File: config.mk
export PLATFORM = sky130hd
export DESIGN_NAME = scpm_ctrl
export DESIGN_NICKNAME = d
export VERILOG_FILES = /design/src/scpm_pkg.sv /design/src/scpm_ctrl.sv
export VERILOG_INCLUDE_DIRS = /design/src /design/src/src
export SDC_FILE = /design/constraint.sdc
export NUM_CORES = 1
export LEC_CHECK = 0
export BUFFER_PORTS_ARGS = -buffer_cell sky130_fd_sc_hd__buf_4
export CORE_MARGIN = 2
export CORE_UTILIZATION = 48
export DETAILED_ROUTE_END_ITERATION = 6
export GPL_ROUTABILITY_DRIVEN = 0
export PLACE_DENSITY = 0.8
export SYNTH_ARGS = -nofsm -noshare
export SYNTH_HDL_FRONTEND = slang
export SYNTH_SLANG_ARGS = --single-unit
export TNS_END_PERCENT = 50
File: constraint.sdc
create_clock -name clk_i -period 2.35 [get_ports clk_i]
set_input_delay 0.47 -clock clk_i [delete_from_list [all_inputs] [get_ports clk_i]]
set_output_delay 0.47 -clock clk_i [all_outputs]
set_load 0.02 [all_outputs]
File: src/scpm_consts.svh
// constants for the system clock and power-mode controller
// assumes inclusion by bare name from the controller and its package users
`ifndef SCPM_CONSTS_SVH
`define SCPM_CONSTS_SVH

// ----------------------------------------
// register offsets on the plain port
// ----------------------------------------
`define SCPM_OFS_CTL   4'h0
`define SCPM_OFS_HSC   4'h1
`define SCPM_OFS_STAT  4'h2

// ----------------------------------------
// field positions and values
// ----------------------------------------
`define SCPM_SEL_HI    7
`define SCPM_SEL_LO    5
`define SCPM_HS_IDLE   1
`define SCPM_LS_IDLE   0
`define SCPM_HS_STB    1
`define SCPM_HS_EN     0
`define SCPM_ST_PDN    0
`define SCPM_ST_TO     1
`define SCPM_SEL_LS    3'h7
`define SCPM_SEL_HS    3'h0
`define SCPM_CTL_RST   8'h00
`define SCPM_HSEN_RST  1'h1
`define SCPM_ZERO8     8'h00

// ----------------------------------------
// timing: 100 MHz fabric clock
// ----------------------------------------
`define SCPM_CLK_NS       10
`define SCPM_HS_START_NS  1000
`define SCPM_HS_START_CYC ((`SCPM_HS_START_NS + `SCPM_CLK_NS - 1) / `SCPM_CLK_NS)

`endif

File: src/scpm_pkg.sv
// types shared by the clock and power-mode controller
// assumes the constants header is available for include
package scpm_pkg;

  // ----------------------------------------
  // operating modes
  // ----------------------------------------
  typedef enum logic [2:0] {FAST, SLOW, SLEEP, IDLE0, IDLE1, IDLE2} scpm_mode_t;

  // ----------------------------------------
  // system clock control fields
  // ----------------------------------------
  typedef struct packed {
    logic [2:0] sysclk_sel;
    logic       hs_idle_en;
    logic       ls_idle_en;
  } scpm_ctl_t;

  // ----------------------------------------
  // clock ticks handed to the rest of the chip
  // ----------------------------------------
  typedef struct packed {
    logic cpu;
    logic periph_hs;
    logic periph_ls;
    logic ls_raw;
  } scpm_clk_t;

endpackage

File: src/scpm_ctrl.sv
// system clock selector, low-power mode sequencer and three registers
// assumes oscillator edges arrive as one-cycle ticks synchronous to clk_i
//
// How it works
// - select code 000 high_clk, 001..110 divide by 2..64, 111 low_clk
// - halt with both idle bits low enters sleep, low_clk to peripherals stops
// - in sleep the low-speed oscillator keeps running while watchdog is enabled
// - halt with only ls_idle_en high enters idle0, low_clk keeps peripherals
// - halt with both idle bits high enters idle1, both oscillators run
// - halt with only hs_idle_en high enters idle2, high-speed runs, low-speed only while watchdog is enabled
// - system clock control bits 4..2 read as zero
// - hs_idle_en decides whether high-speed oscillator runs while halted
// - ls_idle_en decides whether low-speed oscillator runs while halted
// - hs_osc_stable reads 0 while unstable, clears on enable, sets when stable
// - hs_osc_en enables high-speed oscillator, resets to one
// - high-speed control bits 7..2 read as zero
// - code 111 moves to slow mode only once low-speed oscillator is stable
// - restart from stopped high-speed oscillator is reported through hs_osc_stable
// - sleep stops cpu clock, all state is simply held
// - halt entry sets powerdown_flag and clears wdt_timeout_flag
// - halt entry clears watchdog counter, it runs on only if enabled
// - sources are nominal 8 MHz and 32 kHz internal oscillators
// - in slow mode high-speed oscillator follows its enable bit
//
// Added by the designer: strobed register access and the placing of the registers.
`include "scpm_consts.svh"
`timescale 1ns/10ps

module scpm_ctrl #(
  parameter int unsigned HS_START_CYC = `SCPM_HS_START_CYC,
  parameter int unsigned ADDR_W       = 4
) (
  input  wire logic              clk_i,
  input  wire logic              arst_n_i,
  input  wire logic [ADDR_W-1:0] addr_i,
  input  wire logic [7:0]        wdata_i,
  input  wire logic              we_i,
  input  wire logic              re_i,
  input  wire logic              halt_i,
  input  wire logic              wake_i,
  input  wire logic              hs_tick_i,
  input  wire logic              ls_tick_i,
  input  wire logic              ls_osc_stable_i,
  input  wire logic              wdt_en_i,
  input  wire logic              wdt_timeout_i,
  input  wire logic              clr_pdn_i,
  output logic [7:0]             rdata_o,
  output scpm_pkg::scpm_clk_t    clk_o,
  output logic                   hs_osc_en_o,
  output logic                   ls_osc_en_o,
  output scpm_pkg::scpm_mode_t   mode_o,
  output logic                   powerdown_flag_o,
  output logic                   wdt_timeout_flag_o,
  output logic                   wdt_clear_o,
  output logic                   wdt_run_o
);

  localparam int unsigned CW = $clog2(HS_START_CYC + 1);
  localparam logic [CW-1:0] STB_LAST = CW'(HS_START_CYC - 1);

  // ----------------------------------------
  // helpers
  // ----------------------------------------
  // a divided tick falls where the low code bits of the count are all ones
  function automatic logic div_hit(input logic [5:0] cnt, input logic [2:0] code);
    logic [5:0] mask;
    mask = 6'h3F >> (3'h6 - code);
    div_hit = (code == `SCPM_SEL_HS) ? 1'b1 : ((cnt & mask) == mask);
  endfunction

  function automatic scpm_pkg::scpm_mode_t halt_mode(input logic hs_idle, input logic ls_idle);
    case ({hs_idle, ls_idle})
      2'b00:   halt_mode = scpm_pkg::SLEEP;
      2'b01:   halt_mode = scpm_pkg::IDLE0;
      2'b11:   halt_mode = scpm_pkg::IDLE1;
      default: halt_mode = scpm_pkg::IDLE2;
    endcase
  endfunction

  // ----------------------------------------
  // state
  // ----------------------------------------
  scpm_pkg::scpm_ctl_t  ctl_reg;
  scpm_pkg::scpm_mode_t mode_reg;
  scpm_pkg::scpm_mode_t mode_next;
  scpm_pkg::scpm_clk_t  clk_reg;
  scpm_pkg::scpm_clk_t  clk_next;
  logic           hs_en_reg;
  logic [2:0]     cur_sel_reg;
  logic [5:0]     div_cnt_reg;
  logic [CW-1:0]  stb_cnt_reg;
  logic           hs_stable_reg;
  logic           pdn_reg;
  logic           to_reg;
  logic [7:0]     rdata_reg;
  logic [7:0]     rdata_next;
  logic           wclr_reg;
  logic           wrun_reg;
  logic           hs_on_reg;
  logic           ls_on_reg;

  // ----------------------------------------
  // decode
  // ----------------------------------------
  // register strobes and halt bookkeeping
  wire wr_ctl_w   = we_i & (addr_i == ADDR_W'(`SCPM_OFS_CTL));
  wire wr_hsc_w   = we_i & (addr_i == ADDR_W'(`SCPM_OFS_HSC));
  wire halted_w   = (mode_reg == scpm_pkg::SLEEP) | (mode_reg == scpm_pkg::IDLE0) |
                    (mode_reg == scpm_pkg::IDLE1) | (mode_reg == scpm_pkg::IDLE2);
  wire halt_go_w  = halt_i & ~halted_w;
  wire wake_go_w  = halted_w & (wake_i | wdt_timeout_i);
  wire en_rise_w  = wr_hsc_w & wdata_i[`SCPM_HS_EN] & ~hs_en_reg;
  wire cur_ls_w   = (cur_sel_reg == `SCPM_SEL_LS);
  wire want_ls_w  = (ctl_reg.sysclk_sel == `SCPM_SEL_LS);

  // oscillator run decisions; active high-speed use forces it on
  wire hs_run_w = halted_w ? ctl_reg.hs_idle_en
                           : (hs_en_reg | ~cur_ls_w | ~want_ls_w);
  wire ls_run_w = halted_w ? (ctl_reg.ls_idle_en | wdt_en_i)
                           : 1'b1;

  // usable oscillator edges, nominal 8 MHz and 32 kHz sources
  wire hs_ok_w  = hs_run_w & hs_stable_reg & hs_tick_i;
  wire ls_ok_w  = ls_run_w & ls_osc_stable_i & ls_tick_i;
  wire hs_div_w = hs_ok_w & div_hit(div_cnt_reg, cur_sel_reg);
  wire src_tick_w = cur_ls_w ? ls_ok_w : hs_div_w;

  // a new source is taken only when it is ready and the old one just ticked,
  // so the cpu never sees a cut pulse; costs up to one slow period of latency
  wire new_rdy_w = want_ls_w ? ls_osc_stable_i
                             : (hs_stable_reg & hs_run_w);
  wire switch_w  = (ctl_reg.sysclk_sel != cur_sel_reg) & new_rdy_w & src_tick_w;

  // ----------------------------------------
  // mode sequencer
  // ----------------------------------------
  always_comb
  begin
    mode_next = mode_reg;
    case (mode_reg)
      scpm_pkg::FAST,
      scpm_pkg::SLOW:
      begin
        if (halt_go_w)
          mode_next = halt_mode(ctl_reg.hs_idle_en, ctl_reg.ls_idle_en);
        else
          mode_next = cur_ls_w ? scpm_pkg::SLOW : scpm_pkg::FAST;
      end
      scpm_pkg::SLEEP,
      scpm_pkg::IDLE0,
      scpm_pkg::IDLE1,
      scpm_pkg::IDLE2:
      begin
        if (wake_go_w)
          mode_next = cur_ls_w ? scpm_pkg::SLOW : scpm_pkg::FAST;
      end
      default:
      begin
        mode_next = scpm_pkg::FAST;
      end
    endcase
  end

  // ----------------------------------------
  // clock ticks out
  // ----------------------------------------
  // cpu edges stop whenever halted; contents elsewhere simply hold
  always_comb
  begin
    clk_next.cpu       = src_tick_w & ~halted_w;
    clk_next.periph_hs = hs_ok_w;
    clk_next.periph_ls = ls_ok_w & (~halted_w | ctl_reg.ls_idle_en);
    clk_next.ls_raw    = ls_ok_w;
  end

  // ----------------------------------------
  // read path
  // ----------------------------------------
  // unmapped addresses and unimplemented bits read as zero
  always_comb
  begin
    rdata_next = `SCPM_ZERO8;
    if (re_i)
    begin
      case (addr_i)
        ADDR_W'(`SCPM_OFS_CTL):
        begin
          rdata_next[`SCPM_SEL_HI:`SCPM_SEL_LO] = ctl_reg.sysclk_sel;
          rdata_next[`SCPM_HS_IDLE] = ctl_reg.hs_idle_en;
          rdata_next[`SCPM_LS_IDLE] = ctl_reg.ls_idle_en;
        end
        ADDR_W'(`SCPM_OFS_HSC):
        begin
          rdata_next[`SCPM_HS_STB] = hs_stable_reg;
          rdata_next[`SCPM_HS_EN]  = hs_en_reg;
        end
        ADDR_W'(`SCPM_OFS_STAT):
        begin
          rdata_next[`SCPM_ST_PDN] = pdn_reg;
          rdata_next[`SCPM_ST_TO]  = to_reg;
        end
        default:
        begin
          rdata_next = `SCPM_ZERO8;
        end
      endcase
    end
  end

  // ----------------------------------------
  // software registers
  // ----------------------------------------
  always_ff @(posedge clk_i or negedge arst_n_i)
  begin
    if (!arst_n_i)
    begin
      ctl_reg   <= scpm_pkg::scpm_ctl_t'(5'h00);
      hs_en_reg <= `SCPM_HSEN_RST;
    end
    else
    begin
      if (wr_ctl_w)
        ctl_reg <= {wdata_i[`SCPM_SEL_HI:`SCPM_SEL_LO],
                    wdata_i[`SCPM_HS_IDLE], wdata_i[`SCPM_LS_IDLE]};
      if (wr_hsc_w)
        hs_en_reg <= wdata_i[`SCPM_HS_EN];
    end
  end

  // ----------------------------------------
  // high-speed stabilisation tracking
  // ----------------------------------------
  // count restarts on stop or on a fresh enable, flag reads 0 meanwhile
  always_ff @(posedge clk_i or negedge arst_n_i)
  begin
    if (!arst_n_i)
    begin
      stb_cnt_reg   <= '0;
      hs_stable_reg <= 1'b0;
    end
    else if (!hs_run_w || en_rise_w)
    begin
      stb_cnt_reg   <= '0;
      hs_stable_reg <= 1'b0;
    end
    else if (!hs_stable_reg)
    begin
      stb_cnt_reg   <= stb_cnt_reg + CW'(1);
      hs_stable_reg <= (stb_cnt_reg == STB_LAST);
    end
  end

  // ----------------------------------------
  // source selection and divider
  // ----------------------------------------
  always_ff @(posedge clk_i or negedge arst_n_i)
  begin
    if (!arst_n_i)
    begin
      cur_sel_reg <= `SCPM_SEL_HS;
      div_cnt_reg <= 6'h00;
    end
    else if (switch_w)
    begin
      cur_sel_reg <= ctl_reg.sysclk_sel;
      div_cnt_reg <= 6'h00;
    end
    else if (hs_ok_w)
    begin
      div_cnt_reg <= div_cnt_reg + 6'h01;
    end
  end

  // ----------------------------------------
  // mode, status flags and watchdog hooks
  // ----------------------------------------
  // hardware set wins over a clear landing in the same cycle
  always_ff @(posedge clk_i or negedge arst_n_i)
  begin
    if (!arst_n_i)
    begin
      mode_reg <= scpm_pkg::FAST;
      pdn_reg  <= 1'b0;
      to_reg   <= 1'b0;
      wclr_reg <= 1'b0;
      wrun_reg <= 1'b0;
    end
    else
    begin
      mode_reg <= mode_next;
      pdn_reg  <= halt_go_w | (pdn_reg & ~clr_pdn_i);
      to_reg   <= wdt_timeout_i | (to_reg & ~halt_go_w);
      wclr_reg <= halt_go_w;
      wrun_reg <= wdt_en_i & ls_run_w;
    end
  end

  // ----------------------------------------
  // output flops
  // ----------------------------------------
  always_ff @(posedge clk_i or negedge arst_n_i)
  begin
    if (!arst_n_i)
    begin
      clk_reg   <= scpm_pkg::scpm_clk_t'(4'h0);
      rdata_reg <= `SCPM_ZERO8;
      hs_on_reg <= 1'b1;
      ls_on_reg <= 1'b1;
    end
    else
    begin
      clk_reg   <= clk_next;
      rdata_reg <= rdata_next;
      hs_on_reg <= hs_run_w;
      ls_on_reg <= ls_run_w;
    end
  end

  assign rdata_o            = rdata_reg;
  assign clk_o              = clk_reg;
  assign hs_osc_en_o        = hs_on_reg;
  assign ls_osc_en_o        = ls_on_reg;
  assign mode_o             = mode_reg;
  assign powerdown_flag_o   = pdn_reg;
  assign wdt_timeout_flag_o = to_reg;
  assign wdt_clear_o        = wclr_reg;
  assign wdt_run_o          = wrun_reg;
endmodule

==> out/qor.yml <==
status:
  status: "finished, violations left"
  violations: "negative setup slack"
hold_path:
  hold_path_class: "in -> async"
final_layout:
  syn_to_final_growth_pct: 25.11
  layout.nets: 275
  drive_gt1_frac: 0.3096
  num_antenna_cells: 0
  largest_register_ffs: 7
  fill_cells: 322
clock_tree:
  insertion_delay_ps: 300
  postCtsHoldBufs: 0
  htreeDepth: 2
  cts_made_buffers: 5
  cts_buffer_depth: 2
  cts_root_buf: "clkbuf_8"
  clk_pin_slew_ps: 80
  cts_tree: "done"
  cts_sinks: 41
route:
  viasPerCell: 5.176
  routed_wl_microns: 4003
  drc: 0
  dr.first_iter.drc_count: 67
  wl_per_cell_microns: 13.85
  dr.pass1.iters: 4
  antenna_left: 0
  via_count: 1496
critical_path:
  endpoint_kind: "flip-flop"
  critPathLaunchType: "flip-flop"
  cp-endpoint: "cur_sel_reg[1]"
  crit_buf_inv: 1
  timing.rr.start: "mode_o[1]"
  cp_cell_sequence: "inv_2, ha_4, or3b_4, or3b_4, a221o_1, a21oi_4, mux2_4"
  reg2reg_to: "cur_sel_reg[1]"
  cp_top_family: "simple AND/OR/NAND/NOR gates"
  crit_required_ps: 2530
  worstSetupPathType: "reg -> reg"
  crit_path_frequent_cell: "or3b_4"
  crit_arrival_ps: 2540
  max_stage_delay_ps: 420
  cp.depth: 7
  crit_fanout: 4
  crit_start: "mode_o[1]"
  cpMaxStageDelayCell: "dfrtp_2"
  r2r_slack_ps: -9
  reg2regPathDepth: 7
die:
  core_area_sq_um: 4058
  start_util: 0.5060
  die_width_microns: 69.40
  pin_count: 45
  rows: 23
  die_h_microns: 69.40
  die_area_sq_um: 4816
yosys:
  synthCells: 190
  syn-cell-area_sq_um: 2053
  ys_types: 41
  synth_area_per_cell_sq_um: 10.81
  synth_edf_count: 0
  synth_top_flop_cell: "dfrtp_1"
  async_reset_ff_frac: 1.000
  synth_seq_cells: 41
  yosysSeqAreaShare: 0.5015
  yosysWarnings: 0
power:
  comb_power_share: 0.276
  power_frac_clock: 0.283
  swShare: 0.3112
  p_switching_mw: 0.6595
  intPower_mw: 1.460
  power_mw: 2.119
  ir_worst_vdd_mv: 0.4992
  p_leak_nw: 1.260
  power_density_nw_per_um2: 824.9
  pwr-share-seq: 0.441
sta:
  slew_violations: 0
  setup_tns_ps: -8.518
  setup_violations: 1
  final_hold_viol_count: 0
  worst_slack_ps: -8.518
  maxSlewHeadroom: 0.6391
  timing.final.crit_share: 1.004
  max_freq_mhz: 424.0
  clock_skew_ps: 8.459
  fin_crit_ps: 2359
  worstMarginPinSlew_ps: 537.8
  grt_setup_unrepaired: "yes"
grt:
  grt_pass1_wl_microns: 6672
  grt_max_degree: 42
  antenna_found_initial: 0
  grt_usage: 0.1748
  grt_pass1_vias: 1449
  overflow: 0
run:
  max_cap_violations: 0
placement:
  port_buffers: 38
  hpwlAfterDp_microns: 2887
[power groups by stage]
| stage | Clock, mW | Combinational, mW | Sequential, mW |
|---|---|---|---|
| 3_5_place_dp | 0 | 0.563 | 0.946 |
| 5_1_grt | 0.635 | 0.652 | 0.950 |
| 6_report | 0.600 | 0.586 | 0.933 |
| 4_1_cts | 0.609 | 0.566 | 0.933 |
| 3_3_place_gp | 0 | 0.544 | 0.945 |
| 2_1_floorplan | 0 | 0.309 | 0.987 |
[worst min-delay path by stage]
stage | from | endpoint | slack [ps]
after detailed placement | mode_o[0] | mode_o[0] | 470
after global routing | arst_n_i | powerdown_flag_o | 190
after global placement | mode_o[0] | mode_o[0] | 470
after floorplan | arst_n_i | clk_o[0] | 170
final | arst_n_i | stb_cnt_reg[5] | 140
after CTS | arst_n_i | rdata_o[1] | 160
[synthesized netlist by cell type (4+ instances only)]
library cell	number	area (sq um)
xor2_1	9	78.83
clkbuf_1	4	15.01
o21ai_0	4	20.02
nor2_1	25	93.84
nor2b_1	6	37.54
dfrtp_1	38	950.9
xnor2_1	5	43.79
nand2b_1	4	25.02
nand2_1	10	37.54
a21oi_1	4	20.02
nand3_1	6	30.03
mux2_2	6	67.56
nand4_1	4	25.02
inv_1	11	41.29
ha_1	13	162.7
mux2i_1	4	40.04
[logic make-up after synthesis]
kind of cell	count (synthesis)	synth area share
other cells	1	0.001826
xor+xnor	14	0.05972
simple gates	69	0.1725
mux	13	0.07434
fa+ha+maj	13	0.07922
flops	41	0.5015
compound gates	21	0.07252
buf+inv	18	0.03839
[per-layer routing]
| metal | up-vias | GRT usage | wire length (microns) |
|---|---|---|---|
| met5 | - | 0 | 0 |
| met4 | 0 | 0.07843 | 76 |
| met3 | 8 | 0.03198 | 148 |
| met2 | 33 | 0.2682 | 1879 |
| met1 | 725 | 0.2419 | 1899 |
| li1 | 730 | - | - |
[per-stage QoR]
| step | utilization | hold slack (ps) | cells | setup slack (ps) | cell area, sq um |
|---|---|---|---|---|---|
| floorplan | - | 174.4 | 192 | -11.75 | 2076 |
| global placement | 0.5973 | 467.0 | 278 | 85.02 | 2424 |
| detailed placement | 0.5973 | 469.4 | 278 | 38.03 | 2424 |
| CTS | 0.6269 | 161.6 | 286 | 10.00 | 2544 |
| global route | 0.6331 | 191.0 | 289 | -53.46 | 2569 |
| finish | 0.6331 | 141.1 | 289 | -8.518 | 2569 |
[worst register-to-register path, delay by kind of cell, from the launching register on]
kind / cells / cell delay, ps
AND/OR/NAND/NOR: 2 / 610
flip-flops: 1 / 420
AO/OA/AOI/OAI: 2 / 600
buffers and inverters: 1 / 70
multiplexers: 1 / 330
adder cells (fa/ha/maj): 1 / 200
[cell usage in the layout, fill, tap and decap left out, drive strengths merged, types with 3 or more instances in the layout]
cell / instances
nand2b: 4
xor2: 9
dfrtp: 38
nor2: 25
clkbuf: 6
buf: 46
nand3: 6
o21ai: 5
dfstp: 3
inv: 11
mux2: 9
a21oi: 5
nand2: 10
nor2b: 6
mux2i: 4
ha: 13
nand4: 4
and2: 3
xnor2: 5
conb: 3
[what timing repair did]
item | in CTS | in global routing
endpoints found under the setup margin | 0 | 3
buffers inserted | 0 | 3
gates resized for setup | 0 | 2
[cell type report]
type                            instances  area, sq um  area share
Clock buffer                            6        82.58     0.03215
Inverter                               11        41.29     0.01607
Clock inverter                          2        37.54     0.01461
Sequential cell                        41         1032      0.4019
Timing Repair Buffer                   46        345.3      0.1344
Multi-Input combinational cell        133        967.2      0.3765
Tap cell                               50        62.56     0.02435
Power figures use the tool's default switching activity.
